--- config.mk ---
export PLATFORM = sky130hd
export DESIGN_NAME = timer_event_counter_modes
export DESIGN_NICKNAME = d
export VERILOG_FILES = /design/src/logic/timer_pkg.sv /design/src/logic/tick_divider.sv /design/src/logic/pin_edge_detect.sv /design/src/logic/timer_event_counter_modes.sv
export SDC_FILE = /design/constraint.sdc
export NUM_CORES = 1
export LEC_CHECK = 0
export BUFFER_PORTS_ARGS = -buffer_cell sky130_fd_sc_hd__buf_2
export CAP_MARGIN = 25
export CORE_ASPECT_RATIO = 1.4
export CORE_MARGIN = 2
export CORE_UTILIZATION = 60
export CTS_BUF_LIST = sky130_fd_sc_hd__clkbuf_4
export DETAILED_ROUTE_END_ITERATION = 10
export HOLD_SLACK_MARGIN = 0.05
export PLACE_DENSITY = 0.8
export SETUP_SLACK_MARGIN = 0.02
export SKIP_LAST_GASP = 1
export SLEW_MARGIN = 20
export SYNTH_ARGS = -nofsm -noshare
export SYNTH_HDL_FRONTEND = slang
export SYNTH_HIERARCHICAL = 1
export SYNTH_SLANG_ARGS = --single-unit
--- constraint.sdc ---
create_clock -name i_mclk -period 6.5 [get_ports i_mclk]
set_input_delay 1.3 -clock i_mclk [delete_from_list [all_inputs] [get_ports i_mclk]]
set_output_delay 1.3 -clock i_mclk [all_outputs]
set_load 0.03 [all_outputs]
--- src/logic/timer_pkg.sv ---
// Shared constants, types and helpers for the timer/event counter block
package timer_pkg;

	// ************************************************************
	// Register map: address = {page, timer index, field}
	// ************************************************************
	localparam logic [3:0] ADDR_PAGE   = 4'h0;
	localparam logic [1:0] FIELD_CTRL  = 2'h0;
	localparam logic [1:0] FIELD_LOW   = 2'h1;
	localparam logic [1:0] FIELD_HIGH  = 2'h2;

	// ************************************************************
	// Control register fields
	// ************************************************************
	localparam int         MODE_HI     = 7;
	localparam int         MODE_LO     = 6;
	localparam int         RUN_BIT     = 4;
	localparam int         EDGE_BIT    = 3;
	localparam logic [7:0] CTRL_MASK   = 8'hd8;
	localparam logic [7:0] CTRL_RESET  = 8'h00;
	localparam logic [1:0] MODE_TIMER  = 2'h2;
	localparam logic [1:0] MODE_EVENT  = 2'h1;
	localparam logic [1:0] MODE_PULSE  = 2'h3;

	// ************************************************************
	// Counter and clock figures
	// ************************************************************
	localparam logic [15:0] COUNT_FULL   = 16'hffff;
	localparam logic [15:0] COUNT_RESET  = 16'h0000;
	localparam int          CLK_PERIOD_NS = 4;
	localparam int          SYS_CLK_HZ   = 1000000000 / CLK_PERIOD_NS;
	localparam int          SLOW_CLK_HZ  = 32768;
	localparam logic [1:0]  FAST_DIV_LAST = 2'h3;
	localparam int          PHASE_W      = 28;
	localparam logic [PHASE_W:0] PHASE_MOD = (PHASE_W+1)'(SYS_CLK_HZ);
	localparam logic [PHASE_W:0] PHASE_STEP = (PHASE_W+1)'(SLOW_CLK_HZ);

	typedef enum logic [1:0] {pw_wait, pw_count} pw_state_type;

	// ************************************************************
	// Helpers
	// ************************************************************
	function automatic logic reg_hit(input logic [7:0] addr,
		input logic [1:0] idx, input logic [1:0] field);
		reg_hit = (addr == {ADDR_PAGE, idx, field});
	endfunction

	// Edge that opens a pulse: falling when select is low
	function automatic logic lead_edge(input logic sel,
		input logic rise, input logic fall);
		lead_edge = sel ? rise : fall;
	endfunction

	// Edge that counts events and closes a pulse
	function automatic logic trail_edge(input logic sel,
		input logic rise, input logic fall);
		trail_edge = sel ? fall : rise;
	endfunction

endpackage

--- src/logic/tick_divider.sv ---
// Timer clock enables: system clock / 4 and an exact-average 32768 Hz
`timescale 1ns/10ps
module tick_divider (
	// Clock and reset
	input  wire logic i_mclk,
	input  wire logic i_rst,
	// Enables
	output logic      o_fast_tick,
	output logic      o_slow_tick
);
	typedef struct packed {
		logic [1:0]                     div_cnt;
		logic [timer_pkg::PHASE_W-1:0]  phase;
		logic                           fast_tick;
		logic                           slow_tick;
	} div_state_type;

	div_state_type s_q;
	div_state_type s_d;

	// Phase accumulator: no integer ratio exists, so average rate is exact
	always_comb
	begin
		logic [timer_pkg::PHASE_W:0] sum;
		sum = {1'b0, s_q.phase} + timer_pkg::PHASE_STEP;
		s_d = s_q;
		s_d.div_cnt = s_q.div_cnt + 2'h1;
		s_d.fast_tick = (s_q.div_cnt == timer_pkg::FAST_DIV_LAST);
		s_d.slow_tick = 1'b0;
		if (sum >= timer_pkg::PHASE_MOD)
		begin
			sum = sum - timer_pkg::PHASE_MOD;
			s_d.slow_tick = 1'b1;
		end
		s_d.phase = sum[timer_pkg::PHASE_W-1:0];
	end

	always_ff @(posedge i_mclk or posedge i_rst)
	begin
		if (i_rst)
			s_q <= '0;
		else
			s_q <= s_d;
	end

	assign o_fast_tick = s_q.fast_tick;
	assign o_slow_tick = s_q.slow_tick;
endmodule

--- src/logic/pin_edge_detect.sv ---
// Two-flop synchroniser and edge detector for a timer pin
`timescale 1ns/10ps
module pin_edge_detect (
	// Clock and reset
	input  wire logic i_mclk,
	input  wire logic i_rst,
	// Pin and edges
	input  wire logic i_pin,
	output logic      o_rise,
	output logic      o_fall
);
	typedef struct packed {
		logic meta;
		logic sync;
		logic prev;
		logic rise;
		logic fall;
	} edge_state_type;

	edge_state_type s_q;
	edge_state_type s_d;

	// Only the second flop is looked at, so each edge shows once
	always_comb
	begin
		s_d = s_q;
		s_d.meta = i_pin;
		s_d.sync = s_q.meta;
		s_d.prev = s_q.sync;
		s_d.rise = s_q.sync & ~s_q.prev;
		s_d.fall = ~s_q.sync & s_q.prev;
	end

	always_ff @(posedge i_mclk or posedge i_rst)
	begin
		if (i_rst)
			s_q <= '0;
		else
			s_q <= s_d;
	end

	assign o_rise = s_q.rise;
	assign o_fall = s_q.fall;
endmodule

--- src/logic/timer_event_counter_modes.sv ---
// Three 16-bit timer counters with mode, run and edge control; timers 0 and 1 also count pin events
// How it works
// Control bits 7:6 select operating mode
// Control bit 4 runs or stops counter
// Control bit 3 selects active pin edge
// Timer mode counts internal timer clock
// Overflow raises request, reloads preload, continues
// Interrupt passes only when enable set
// Event mode clocks from pin, no prescaler
// Event mode, select low: count rising
// Event mode, select high: count falling
// Event counting continues in power down, wakes
// Mode value 11 selects pulse width
// Pulse mode: run arms, edge starts
// Select low: fall starts, rise stops, clear
// Select high: rise starts, fall stops, clear
// Hardware clears run only in pulse mode
// After pulse, hold count, ignore pin
// Pulse start/stop use transitions, not levels
// Sixteen-bit up count, overflow after ffff
// Preload loads counter when stopped, else overflow
// Low write buffered; high read latches low
// Clocks: sys/4, 32768 Hz, timer 2 internal
// Mode 10 timer, mode 01 event
// Pin synchronised before edge detection
// Stopped counter holds and later resumes
//
// Implementation choices: the address map and the plain strobed port.
`timescale 1ns/10ps
module timer_event_counter_modes (
	// Clock and reset
	input  wire logic       i_mclk,
	input  wire logic       i_rst,
	// Register port
	input  wire logic [7:0] i_addr,
	input  wire logic [7:0] i_wdata,
	input  wire logic       i_wr,
	input  wire logic       i_rd,
	output logic      [7:0] o_rdata,
	// Timer pins and system state
	input  wire logic       i_tmr0_pin,
	input  wire logic       i_tmr1_pin,
	input  wire logic       i_power_down,
	input  wire logic [2:0] i_irq_enable,
	// Events
	output logic      [2:0] o_overflow,
	output logic      [2:0] o_irq,
	output logic            o_wakeup
);

	// ************************************************************
	// State
	// ************************************************************
	typedef struct packed {
		logic [2:0][7:0]                  ctl;
		logic [2:0][15:0]                 cnt;
		logic [2:0][15:0]                 pre;
		logic [2:0][7:0]                  low_buf;
		logic [2:0][7:0]                  rd_latch;
		timer_pkg::pw_state_type [2:0]    pw;
		logic [7:0]                       rdata;
		logic [2:0]                       ovf;
		logic [2:0]                       irq;
		logic                             wake;
	} state_type;

	state_type  s_q;
	state_type  s_d;
	logic       fast_tick;
	logic       slow_tick;
	logic [2:0] pin_rise;
	logic [2:0] pin_fall;
	logic [2:0] int_tick;
	logic [2:0] wr_hit;

	// ************************************************************
	// Timer clocks and pin edges
	// ************************************************************
	tick_divider u_div (
		.i_mclk      (i_mclk),
		.i_rst       (i_rst),
		.o_fast_tick (fast_tick),
		.o_slow_tick (slow_tick)
	);

	pin_edge_detect u_pin0 (
		.i_mclk (i_mclk),
		.i_rst  (i_rst),
		.i_pin  (i_tmr0_pin),
		.o_rise (pin_rise[0]),
		.o_fall (pin_fall[0])
	);

	pin_edge_detect u_pin1 (
		.i_mclk (i_mclk),
		.i_rst  (i_rst),
		.i_pin  (i_tmr1_pin),
		.o_rise (pin_rise[1]),
		.o_fall (pin_fall[1])
	);

	// Timer 2 has no pin, so event and pulse modes never move it
	assign pin_rise[2] = 1'b0;
	assign pin_fall[2] = 1'b0;
	assign int_tick = {1'b1, slow_tick, fast_tick};

	// ************************************************************
	// Next state
	// ************************************************************
	always_comb
	begin
		logic [1:0]  mode;
		logic        run;
		logic        sel;
		logic        lead;
		logic        trail;
		logic        tick;
		logic [15:0] load;
		mode = '0;
		run = 1'b0;
		sel = 1'b0;
		lead = 1'b0;
		trail = 1'b0;
		tick = 1'b0;
		load = '0;
		wr_hit = '0;
		s_d = s_q;
		s_d.ovf = '0;
		s_d.rdata = '0;
		for (int i = 0; i < 3; i++)
		begin
			mode = s_q.ctl[i][timer_pkg::MODE_HI:timer_pkg::MODE_LO];
			run = s_q.ctl[i][timer_pkg::RUN_BIT];
			sel = s_q.ctl[i][timer_pkg::EDGE_BIT];
			lead = timer_pkg::lead_edge(sel, pin_rise[i], pin_fall[i]);
			trail = timer_pkg::trail_edge(sel, pin_rise[i], pin_fall[i]);
			// Pulse capture: armed by run, opened and closed by edges
			if (mode != timer_pkg::MODE_PULSE || !run)
				s_d.pw[i] = timer_pkg::pw_wait;
			else
			begin
				unique case (s_q.pw[i])
					timer_pkg::pw_wait:
						if (lead)
							s_d.pw[i] = timer_pkg::pw_count;
					timer_pkg::pw_count:
						if (trail)
						begin
							s_d.pw[i] = timer_pkg::pw_wait;
							s_d.ctl[i][timer_pkg::RUN_BIT] = 1'b0;
						end
				endcase
			end
			// Count source per mode
			tick = 1'b0;
			if (run)
			begin
				unique case (mode)
					timer_pkg::MODE_TIMER:
						tick = int_tick[i] & ~i_power_down;
					timer_pkg::MODE_EVENT:
						tick = trail;
					timer_pkg::MODE_PULSE:
						tick = (s_q.pw[i] == timer_pkg::pw_count) &
							int_tick[i] & ~i_power_down;
					default:
						tick = 1'b0;
				endcase
			end
			if (tick)
			begin
				if (s_q.cnt[i] == timer_pkg::COUNT_FULL)
				begin
					s_d.cnt[i] = s_q.pre[i];
					s_d.ovf[i] = 1'b1;
				end
				else
					s_d.cnt[i] = s_q.cnt[i] + 16'h0001;
			end
			// Software writes; a control write beats the hardware clear
			wr_hit[i] = i_wr &&
				(timer_pkg::reg_hit(i_addr, 2'(i), timer_pkg::FIELD_CTRL) ||
				timer_pkg::reg_hit(i_addr, 2'(i), timer_pkg::FIELD_HIGH));
			if (i_wr && timer_pkg::reg_hit(i_addr, 2'(i),
				timer_pkg::FIELD_CTRL))
				s_d.ctl[i] = i_wdata & timer_pkg::CTRL_MASK;
			if (i_wr && timer_pkg::reg_hit(i_addr, 2'(i),
				timer_pkg::FIELD_LOW))
				s_d.low_buf[i] = i_wdata;
			if (i_wr && timer_pkg::reg_hit(i_addr, 2'(i),
				timer_pkg::FIELD_HIGH))
			begin
				load = {i_wdata, s_q.low_buf[i]};
				s_d.pre[i] = load;
				if (!run)
					s_d.cnt[i] = load;
			end
			// Reads; the low byte comes from the latch, never live
			if (i_rd && timer_pkg::reg_hit(i_addr, 2'(i),
				timer_pkg::FIELD_CTRL))
				s_d.rdata = s_q.ctl[i];
			if (i_rd && timer_pkg::reg_hit(i_addr, 2'(i),
				timer_pkg::FIELD_HIGH))
			begin
				s_d.rdata = s_q.cnt[i][15:8];
				s_d.rd_latch[i] = s_q.cnt[i][7:0];
			end
			if (i_rd && timer_pkg::reg_hit(i_addr, 2'(i),
				timer_pkg::FIELD_LOW))
				s_d.rdata = s_q.rd_latch[i];
			s_d.irq[i] = s_d.ovf[i] & i_irq_enable[i];
		end
		// Wake-up does not depend on the interrupt enables
		s_d.wake = (|s_d.ovf) & i_power_down;
	end

	// ************************************************************
	// Registers
	// ************************************************************
	always_ff @(posedge i_mclk or posedge i_rst)
	begin
		if (i_rst)
		begin
			s_q <= '0;
			s_q.ctl <= {3{timer_pkg::CTRL_RESET}};
			s_q.cnt <= {3{timer_pkg::COUNT_RESET}};
			s_q.pre <= {3{timer_pkg::COUNT_RESET}};
		end
		else
			s_q <= s_d;
	end

	assign o_rdata = s_q.rdata;
	assign o_overflow = s_q.ovf;
	assign o_irq = s_q.irq;
	assign o_wakeup = s_q.wake;

	// ************************************************************
	// Checks
	// ************************************************************
	property p_run_hold;
		@(posedge i_mclk) disable iff (i_rst)
		!s_q.ctl[0][timer_pkg::RUN_BIT] && !wr_hit[0] |=>
			$stable(s_q.cnt[0]);
	endproperty
	a_run_hold: assert property (p_run_hold)
		else $error("stopped counter changed");

	property p_timer_step;
		@(posedge i_mclk) disable iff (i_rst)
		s_q.ctl[0][7:4] == 4'h9 && fast_tick && !i_power_down &&
			s_q.cnt[0] != timer_pkg::COUNT_FULL && !wr_hit[0] |=>
			s_q.cnt[0] == $past(s_q.cnt[0]) + 16'h0001;
	endproperty
	a_timer_step: assert property (p_timer_step)
		else $error("timer mode did not step");

	property p_reload;
		@(posedge i_mclk) disable iff (i_rst)
		s_q.ctl[1][7:4] == 4'h9 && slow_tick && !i_power_down &&
			s_q.cnt[1] == timer_pkg::COUNT_FULL && !wr_hit[1] |=>
			o_overflow[1] && s_q.cnt[1] == $past(s_q.pre[1]);
	endproperty
	a_reload: assert property (p_reload)
		else $error("overflow did not reload");

	property p_irq_gate;
		@(posedge i_mclk) disable iff (i_rst)
		o_irq[0] == (o_overflow[0] && $past(i_irq_enable[0]));
	endproperty
	a_irq_gate: assert property (p_irq_gate)
		else $error("interrupt not gated by enable");

	property p_event_edge;
		@(posedge i_mclk) disable iff (i_rst)
		s_q.ctl[1][7:4] == 4'h5 && s_q.cnt[1] != timer_pkg::COUNT_FULL &&
			!wr_hit[1] && (s_q.ctl[1][3] ? pin_fall[1] : pin_rise[1]) |=>
			s_q.cnt[1] == $past(s_q.cnt[1]) + 16'h0001;
	endproperty
	a_event_edge: assert property (p_event_edge)
		else $error("event edge not counted");

	property p_pulse_stop;
		@(posedge i_mclk) disable iff (i_rst)
		s_q.pw[0] == timer_pkg::pw_count && s_q.ctl[0][7:4] == 4'hd &&
			(s_q.ctl[0][3] ? pin_fall[0] : pin_rise[0]) && !wr_hit[0] |=>
			!s_q.ctl[0][timer_pkg::RUN_BIT] ##1 $stable(s_q.cnt[0]);
	endproperty
	a_pulse_stop: assert property (p_pulse_stop)
		else $error("pulse end did not stop counter");

	property p_no_hw_clear;
		@(posedge i_mclk) disable iff (i_rst)
		s_q.ctl[0][timer_pkg::RUN_BIT] && s_q.ctl[0][7:6] != 2'h3 &&
			!wr_hit[0] |=> s_q.ctl[0][timer_pkg::RUN_BIT];
	endproperty
	a_no_hw_clear: assert property (p_no_hw_clear)
		else $error("run bit cleared outside pulse mode");

	property p_preload_stopped;
		@(posedge i_mclk) disable iff (i_rst)
		i_wr && i_addr == 8'h02 && !s_q.ctl[0][timer_pkg::RUN_BIT] |=>
			s_q.cnt[0] == {$past(i_wdata), $past(s_q.low_buf[0])};
	endproperty
	a_preload_stopped: assert property (p_preload_stopped)
		else $error("stopped preload not loaded");

	property p_high_read;
		@(posedge i_mclk) disable iff (i_rst)
		i_rd && i_addr == 8'h06 |=>
			o_rdata == $past(s_q.cnt[1][15:8]) &&
			s_q.rd_latch[1] == $past(s_q.cnt[1][7:0]);
	endproperty
	a_high_read: assert property (p_high_read)
		else $error("high read did not latch low byte");

	property p_wake;
		@(posedge i_mclk) disable iff (i_rst)
		o_wakeup == ((|o_overflow) && $past(i_power_down));
	endproperty
	a_wake: assert property (p_wake)
		else $error("wake-up not tied to overflow in power down");

	property p_timer2_step;
		@(posedge i_mclk) disable iff (i_rst)
		s_q.ctl[2][7:4] == 4'h9 && !i_power_down &&
			s_q.cnt[2] != timer_pkg::COUNT_FULL && !wr_hit[2] |=>
			s_q.cnt[2] == $past(s_q.cnt[2]) + 16'h0001;
	endproperty
	a_timer2_step: assert property (p_timer2_step)
		else $error("timer 2 did not step every cycle");

	property p_pulse_armed;
		@(posedge i_mclk) disable iff (i_rst)
		s_q.ctl[0][7:4] == 4'hd && s_q.pw[0] == timer_pkg::pw_wait &&
			!wr_hit[0] |=> $stable(s_q.cnt[0]);
	endproperty
	a_pulse_armed: assert property (p_pulse_armed)
		else $error("armed pulse counter moved before edge");

	property p_pulse_idle;
		@(posedge i_mclk) disable iff (i_rst)
		s_q.ctl[0][7:6] == timer_pkg::MODE_PULSE &&
			!s_q.ctl[0][timer_pkg::RUN_BIT] |=> s_q.pw[0] == timer_pkg::pw_wait;
	endproperty
	a_pulse_idle: assert property (p_pulse_idle)
		else $error("stopped pulse capture left waiting state");

	c_overflow: cover property (@(posedge i_mclk) disable iff (i_rst)
		o_overflow[0]);
	c_pulse_done: cover property (@(posedge i_mclk) disable iff (i_rst)
		s_q.pw[0] == timer_pkg::pw_count ##1 s_q.pw[0] == timer_pkg::pw_wait);
	c_wake: cover property (@(posedge i_mclk) disable iff (i_rst)
		o_wakeup);
	c_event_count: cover property (@(posedge i_mclk) disable iff (i_rst)
		s_q.ctl[1][7:4] == 4'h5 && pin_rise[1]);
	c_irq1: cover property (@(posedge i_mclk) disable iff (i_rst)
		o_overflow[1] && o_irq[1]);
endmodule

==> flow_summary.yaml, run 1 <==
run_status:
  status: "completed"
routing:
  num_vias: 8590
  wirelength_um: 27700
  drc: 0
  drtIter0Drc: 847
  drt_first_pass_iters: 7
  wl_per_cell_um: 20.2
  via_per_inst: 6.27
  ant_nets: 0
floorplan:
  io_pins: 41
  die-area_um2: 19500
  die_h_um: 164
  die_w_um: 119
  start_util: 0.613
  num_rows: 58
  fp.coreArea_um2: 18000
synthesis:
  ys_types: 94
  async_reset_ff_frac: 1.00
  synth_area_um2: 11000
  synth-seq-cells: 208
  synthCells: 1068
  synth-main-ff-cell: "dfrtp_1"
  synth_edf_count: 0
  syn-num-nets: 1102
  syn_area_per_cell_um2: 10.3
  ys_seq_area_frac: 0.472
  yosysWarningCount: 6
pwr:
  power.switching_w: 0.000664
  peakVddDrop_mv: 0.114
  leakage_nw: 5.35
  switching_share: 0.248
  p_comb_frac: 0.051
  power_frac_seq: 0.518
  cellPowerDensity_nw_per_um2: 226
  p_int_w: 0.00202
  clkPwrFrac: 0.431
sta:
  fin_crit_sh: 0.512
  hold_violations: 0
  finalSetupViolCount: 0
  skew_ns: 0.0238
  worst_pin_slew_ns: 1.01
  fin_hold_ws_ns: 0.354
  slew_headroom: 0.325
  fin_crit_ns: 3.33
  maxSlewViolCount: 0
  rsz0062_at_grt: "false"
  setup_tns_ns: 0
  max_freq_mhz: 301
clocking:
  cts_hold_buf: 0
  cts_sinks: 208
  cts_tree: "done"
  cts-root-buf: "clkbuf_4"
  clkTransAtPathRegs_ns: 0.06
  cts_made_buffers: 51
  clk_latency_ns: 0.66
  post_cts_buffers: 0
  clock_path_buffers: 3
  ctsResizeCount: 0
  cts_max_level: 2
grt:
  grt.overflow.total: 0
  grt_max_degree: 102
  grt_pass1_vias: 8514
  antenna_found_initial: 2
  grt_pass1_wl_um: 44600
  track_usage: 0.288
placed_design:
  post-place-cells: 1284
  hpwl_um: 18800
  postPlaceCellArea_um2: 11100
  gp_congestion: 0.935
  numPortBuffers: 40
min_path:
  min_path_type: "flip-flop to flip-flop"
cells_and_area:
  mostFrequentLayoutCell: "dfrtp_1"
  drive_above_1_share: 0.223
  fin_cells: 1371
  fillers: 1516
  layout_common_cells: "dfrtp_1, nand2_1, mux2_2"
  syn_to_final_growth_pct: 7.43
  nNetsFinal: 1132
  final_cell_area_um2: 11800
worst_setup_path:
  arrival_ns: 3.87
  required_ns: 7.04
  criticalPathCategory: "input pin to flip-flop"
  crit_path_end_kind: "flip-flop"
  cp-start-kind: "input pin"
  critPathMaxFanout: 18
flow_run:
  drv_cap: 0
[worst paths after layout]
check	cells after the start	start	to	slack (ns)
hold / removal	0	u_pin0/s_d[3]	u_pin0/s_d[2]	0.35
hold reg to reg	0	u_pin0/s_d[3]	u_pin0/s_d[2]	0.35
max in group asynchronous	3	i_rst	o_rdata[0]	4.20
setup reg to reg	7	u_div/s_q[17]	u_div/s_q[10]	3.68
min in group asynchronous	2	i_rst	u_pin0/s_q[2]	0.60
setup / recovery	6	i_addr[5]	s_q[151]	3.17
[flip-flops by register name, indices dropped and copies added (netlist names), 2 cells and up]
signal	cells
u_pin1/s_d	2
o_irq	3
u_div/s_q	23
u_pin0/s_d	2
s_q	158
o_overflow	3
o_rdata	8
[per-layer routing]
layer | up-vias | wire length [µm] | global-route usage
met2 | 316 | 13600 | 0.491
li1 | 3978 | - | -
met3 | 84 | 1560 | 0.0470
met4 | 0 | 1170 | 0.128
met1 | 4212 | 11400 | 0.363
met5 | - | 0 | 0
[critical path, stage by stage]
cell,delay (ns)
buf_2,0.12
nor4_4,0.79
nand3_2,0.57
nor2_2,0.73
nor3_1,0.15
a21o_1,0.20
[synth_stat cells, types with 4 or more instances]
| master | number | area [µm²] |
|---|---|---|
| nor2b_1 | 10 | 62.6 |
| mux2i_1 | 15 | 150 |
| dfrtp_1 | 208 | 5200 |
| clkbuf_1 | 26 | 97.6 |
| and2_1 | 12 | 75.1 |
| a31oi_1 | 6 | 37.5 |
| a211oi_1 | 12 | 90.1 |
| a21o_1 | 6 | 45.0 |
| o2bb2ai_1 | 9 | 78.8 |
| nand4_2 | 4 | 50.1 |
| a2bb2oi_1 | 4 | 35.0 |
| a211oi_2 | 10 | 125 |
| a211o_1 | 4 | 35.0 |
| buf_4 | 19 | 143 |
| inv_1 | 18 | 67.6 |
| o22ai_1 | 16 | 100 |
| or3_1 | 5 | 31.3 |
| nand4_1 | 14 | 87.6 |
| xor2_1 | 17 | 149 |
| o211ai_1 | 10 | 75.1 |
| and4_1 | 9 | 78.8 |
| buf_6 | 4 | 45.0 |
| o21ai_0 | 50 | 250 |
| and3b_1 | 4 | 35.0 |
| buf_2 | 14 | 70.1 |
| nand3b_1 | 5 | 37.5 |
| nand3_1 | 31 | 155 |
| a21oi_1 | 59 | 295 |
| mux2_2 | 83 | 935 |
| and3_1 | 18 | 113 |
| nand2_1 | 145 | 544 |
| ha_1 | 8 | 100 |
| a41oi_1 | 6 | 52.6 |
| nor2_1 | 58 | 218 |
| o31ai_1 | 4 | 30.0 |
| a22o_1 | 4 | 35.0 |
| nor3_1 | 29 | 145 |
| a22oi_1 | 6 | 45.0 |
| xnor2_1 | 21 | 184 |
[layout make-up]
cell class,count,area (µm²),share of cell area
clock buffers,66,495,0.0418
inverters,18,72.6,0.00613
clock inverters,18,176,0.0149
repair buffers,46,265,0.0224
diodes,2,5.00,0.000423
multi-input cells,773,5320,0.450
flip-flops and latches,208,5200,0.439
well taps,240,300,0.0254
[power by group through the flow]
stage / Clock, W / Combinational, W / Sequential (W)
final: 0.00115 / 0.000137 / 0.00139
after CTS: 0.00118 / 0.000135 / 0.00139
after global placement: 0 / 0.000130 / 0.00141
after detailed placement: 0 / 0.000134 / 0.00141
after global routing: 0.00125 / 0.000152 / 0.00139
after floorplan: 0 / 0.000100 / 0.00139
[logic make-up (layout without fill, tap and decap cells)]
group / after synthesis / in the layout / share of synthesized area
other cells: 0 / 2 / 0
xor+xnor: 39 / 39 / 0.0327
buf+inv: 87 / 148 / 0.0449
simple gates: 380 / 380 / 0.180
mux: 99 / 99 / 0.0996
flops: 208 / 208 / 0.472
fa+ha+maj: 8 / 8 / 0.00908
compound gates: 247 / 247 / 0.161
[per-stage QoR]
stage                      util  total power (W)  setup slack, ns
final                     0.658          0.00268             3.17
after global routing      0.658          0.00279             2.89
after CTS                 0.656          0.00270             3.26
after detailed placement  0.619          0.00154             2.57
after global placement    0.619          0.00154             2.63
after floorplan               -          0.00149            0.512
Power figures use the tool's default switching activity.
==> run 2: changes to the inputs <==
- CORE_UTILIZATION: 60 -> 58
- clock period: 6.5 -> 3 ns (I/O delays scaled with it)
==> flow_summary.yaml, run 2 (same netlist as run 1, synthesis figures left out) <==
pwr:
  p_total_w: 0.00551
  peakVddDrop_mv: 0.224
  leakage_nw: 5.43
  cellPowerDensity_nw_per_um2: 461
grt:
  grt_util_met2: 0.477
  use_met1: 0.352
  grt_pass1_wl_um: 45600
  grt_max_degree: 46
  track_usage: 0.281
  grt.overflow.total: 0
  antenna_found_initial: 1
  top_usage_layer: "met2"
  use_met3: 0.0565
  grt_pass1_vias: 8905
routing:
  drc: 0
  drtIter0Drc: 1044
  ant_nets: 0
  num_vias: 8859
  wl_per_cell_um: 19.9
  drt_first_pass_iters: 6
  wirelength_um: 27900
  via_per_inst: 6.32
cells_and_area:
  drive_above_1_share: 0.236
  nNetsFinal: 1157
  largest_reg_flops: 158
  final_util: 0.642
  mostFrequentLayoutCell: "dfrtp_1"
  final_cell_area_um2: 11900
  syn_to_final_growth_pct: 8.34
  layout_common_cells: "dfrtp_1, nand2_1, mux2_2"
  regMostFlops: "s_q"
clocking:
  cts_tree: "done"
  clkTransAtPathRegs_ns: 0.07
  cts_sinks: 208
  cts-root-buf: "clkbuf_4"
  clock_path_buffers: 3
  ctsResizeCount: 0
  cts_max_level: 2
  clk_latency_ns: 0.66
  cts_made_buffers: 52
  post_cts_buffers: 0
floorplan:
  fp.coreArea_um2: 18600
  start_util: 0.593
  die_h_um: 167
  io_pins: 41
  die-area_um2: 20100
  num_rows: 59
  die_w_um: 121
worst_setup_path:
  criticalPathCategory: "flip-flop to flip-flop"
  reg2regPathDepth: 7
  critPathMaxFanout: 15
  arrival_ns: 3.27
  cp-start-kind: "flip-flop"
  r2r-start: "u_div/s_q[17]"
  crit_path_end_kind: "flip-flop"
  reg2reg_setup_slack_ns: 0.26
  required_ns: 3.53
  rr_endpoint: "u_div/s_q[9]"
min_path:
  hold_path_end: "o_irq[1]"
  min_path_type: "input pin to flip-flop"
  hold_path_depth: 2
  hp-start: "i_irq_enable[1]"
sta:
  worst_pin_slew_ns: 1.01
  setup_tns_ns: 0
  maxSlewViolCount: 0
  rsz0062_at_grt: "false"
  slew_headroom: 0.322
  fin_crit_ns: 2.74
  skew_ns: 0.0336
  finalSetupViolCount: 0
  max_freq_mhz: 364
  fin_crit_sh: 0.915
  fin_hold_ws_ns: 0.185
  hold_violations: 0
placed_design:
  gp_congestion: 0.929
  numPortBuffers: 40
  hpwl_um: 19300
  postPlaceCellArea_um2: 11300
run_status:
  status: "completed"
flow_run:
  drv_cap: 0
run 2: changes by cell type in the layout (fill, tap and decap cells not counted), moves of 3 or more:
| cell | delta |
|---|---|
| clkbuf_4 | +4 |
| dlygate4sd3_1 | +3 |
| buf_4 | +21 |
| clkinv_1 | +3 |
| bufinv_16 | -4 |
run 2: cell type report:
type / instances / area (µm²)
fillers: 1525 / 6660
multi-input cells: 773 / 5320
flip-flops and latches: 208 / 5200
clock buffers: 70 / 526
repair buffers: 70 / 440
well taps: 244 / 305
inverters: 18 / 71.3
clock inverters: 18 / 70.1
diodes: 1 / 2.50
run 2: where the power goes:
| part | total (W) | leakage [nW] | switching, W | internal, W |
|---|---|---|---|---|
| sequential | 0.00301 | 2.81 | 0.000113 | 0.00289 |
| combinational | 0.000302 | 2.26 | 0.000189 | 0.000113 |
| clock | 0.00220 | 0.360 | 0.00112 | 0.00108 |
| total | 0.00551 | 5.43 | 0.00143 | 0.00408 |
run 2: worst max-delay path by stage:
stage / to / startpoint / cells past startpoint
finish: u_div/s_q[9] / u_div/s_q[17] / 7
detailed placement: u_div/s_q[9] / u_div/s_q[17] / 7
global route: u_div/s_q[9] / u_div/s_q[17] / 7
floorplan: o_irq[0] / i_rst / 1
global placement: u_div/s_q[9] / u_div/s_q[17] / 7
CTS: u_div/s_q[9] / u_div/s_q[17] / 7
run 2: layer usage:
| layer | share of wire | vias up | wire length, µm |
|---|---|---|---|
| met3 | 0.064 | 107 | 1780 |
| met2 | 0.50 | 409 | 14000 |
| met5 | 0 | - | 0 |
| li1 | - | 4016 | - |
| met1 | 0.40 | 4327 | 11100 |
| met4 | 0.037 | 0 | 1030 |
run 2: stage by stage:
step                cells  setup slack (ns)
global route         1402            0.0685
detailed placement   1309             0.190
floorplan            1068             0.189
global placement     1309             0.270
finish               1402             0.256
CTS                  1400             0.166
run 2: what timing repair did:
item | 4_1_cts | 5_1_grt
endpoints found under the setup margin | 0 | 3
endpoints found under the hold margin | 22 | 0
hold buffers | 3 | 0
run 2: worst max-delay path: stages, from the launching register on:
cell	delay, ns
dfrtp_1	0.53
inv_1	0.11
ha_1	0.35
a21o_1	0.18
a2bb2oi_1	0.18
o311ai_4	0.85
a21oi_2	0.25
xnor2_1	0.18
==> run 3: changes to the inputs <==
- PLACE_DENSITY: 0.8 -> unset
- PLACE_DENSITY_LB_ADDON: unset -> 0.05
==> flow_summary.yaml, run 3 (same netlist as run 1, synthesis figures left out) <==
flow_run:
  drv_cap: 0
sta:
  slew_headroom: 0.287
  skew_ns: 0.0258
  fin_crit_sh: 0.900
  hold_violations: 0
  max_freq_mhz: 370
  worst_pin_slew_ns: 1.06
  finalSetupViolCount: 0
  setup_tns_ns: 0
  maxSlewViolCount: 0
  fin_crit_ns: 2.70
  rsz0062_at_grt: "false"
clocking:
  cts_made_buffers: 52
  ctsResizeCount: 0
  cts_max_level: 2
  clk_latency_ns: 0.65
  cts-root-buf: "clkbuf_4"
  cts_hold_buf: 3
  cts_sinks: 208
  post_cts_buffers: 0
  clkTransAtPathRegs_ns: 0.07
  clock_path_buffers: 3
  cts_tree: "done"
pwr:
  power_frac_seq: 0.553
  clkPwrFrac: 0.390
  power.switching_w: 0.00142
  p_total_w: 0.00544
  p_int_w: 0.00402
  peakVddDrop_mv: 0.290
  p_comb_frac: 0.057
  leakage_nw: 5.45
  switching_share: 0.261
  cellPowerDensity_nw_per_um2: 453
cells_and_area:
  mostFrequentLayoutCell: "dfrtp_1"
  drive_above_1_share: 0.234
  layout_common_cells: "dfrtp_1, nand2_1, mux2_2"
  nNetsFinal: 1161
  regMostFlops: "s_q"
  syn_to_final_growth_pct: 8.86
  fillers: 1588
  largest_reg_flops: 158
worst_setup_path:
  crit_path_end_kind: "flip-flop"
  critPathMaxFanout: 10
  cp-startpoint: "u_div/s_q[17]"
  required_ns: 3.52
  crit_family: "compound AO/OA/AOI/OAI gates"
  crit_path_max_incr_delay_ns: 0.70
  cp_cell_sequence: "inv_1 -> ha_1 -> a21o_1 -> a2bb2oi_1 -> o311ai_4 -> buf_4 -> a211oi_2 -> xor2_1"
  cp-start-kind: "flip-flop"
  r2r-start: "u_div/s_q[17]"
  cp_slowest_cell: "o311ai_4"
  criticalPathCategory: "flip-flop to flip-flop"
  arrival_ns: 3.22
  worst-path-buf-inv: 2
grt:
  antenna_found_initial: 1
  grt_max_degree: 53
  track_usage: 0.296
  grt.overflow.total: 0
  grt_pass1_wl_um: 46900
  grt_pass1_vias: 8786
floorplan:
  io_pins: 41
  start_util: 0.593
  die_w_um: 121
  fp.coreArea_um2: 18600
  num_rows: 59
  die-area_um2: 20100
  die_h_um: 167
placed_design:
  gp_congestion: 0.946
  hpwl_um: 20500
  numPortBuffers: 40
min_path:
  hp-start: "i_irq_enable[2]"
  min_path_type: "input pin to flip-flop"
routing:
  num_vias: 8787
  ant_nets: 0
  wl_per_cell_um: 20.6
  drtIter0Drc: 786
  wirelength_um: 29000
  drc: 0
  via_per_inst: 6.25
  drt_first_pass_iters: 5
run_status:
  status: "completed"
==> run 3: final cells by class <==
type / instances / area [µm²] / share of cell area
timing repair buffer: 74 / 520 / 0.0434
inverter: 18 / 71.3 / 0.00594
clock inverter: 23 / 92.6 / 0.00771
multi-input combinational: 773 / 5320 / 0.444
sequential: 208 / 5200 / 0.434
antenna: 1 / 2.50 / 0.000209
clock buffer: 64 / 480 / 0.0400
tap: 244 / 305 / 0.0254
==> run 3: final timing paths <==
check	end	slack (ns)	cells past startpoint
min in group asynchronous	u_pin1/s_d[3]	0.47	3
worst max register to register	u_div/s_q[11]	0.30	8
max in group asynchronous	s_q[44]	1.62	4
worst min register to register	u_pin0/s_d[2]	0.36	0
worst min-delay path	o_irq[2]	0.18	2
worst max-delay path	u_div/s_q[11]	0.30	8
==> run 3: stage by stage <==
| stage | std cells | instance area (µm²) | setup slack (ns) | hold slack [ns] | util |
|---|---|---|---|---|---|
| after global placement | 1313 | 11400 | 0.424 | 0.335 | 0.611 |
| after detailed placement | 1313 | 11400 | 0.327 | 0.341 | 0.611 |
| after floorplan | 1068 | 11000 | 0.189 | 0.331 | - |
| after CTS | 1403 | 12000 | 0.316 | 0.144 | 0.644 |
| after global routing | 1405 | 12000 | 0.0980 | 0.129 | 0.645 |
| final | 1405 | 12000 | 0.301 | 0.182 | 0.645 |
==> run 3: power by group through the flow <==
stage | Sequential (W) | Clock [W] | Combinational (W)
CTS | 0.00300 | 0.00219 | 0.000309
global route | 0.00301 | 0.00235 | 0.000347
detailed placement | 0.00306 | 0 | 0.000306
floorplan | 0.00301 | 0 | 0.000218
global placement | 0.00305 | 0 | 0.000298
finish | 0.00301 | 0.00212 | 0.000311
==> run 3: routing by layer <==
| metal | wire length [µm] | vias to the layer above | track usage |
|---|---|---|---|
| met3 | 1570 | 90 | 0.0477 |
| met4 | 1150 | 0 | 0.127 |
| li1 | - | 4044 | - |
| met2 | 14800 | 361 | 0.508 |
| met5 | 0 | - | 0 |
| met1 | 11500 | 4292 | 0.367 |
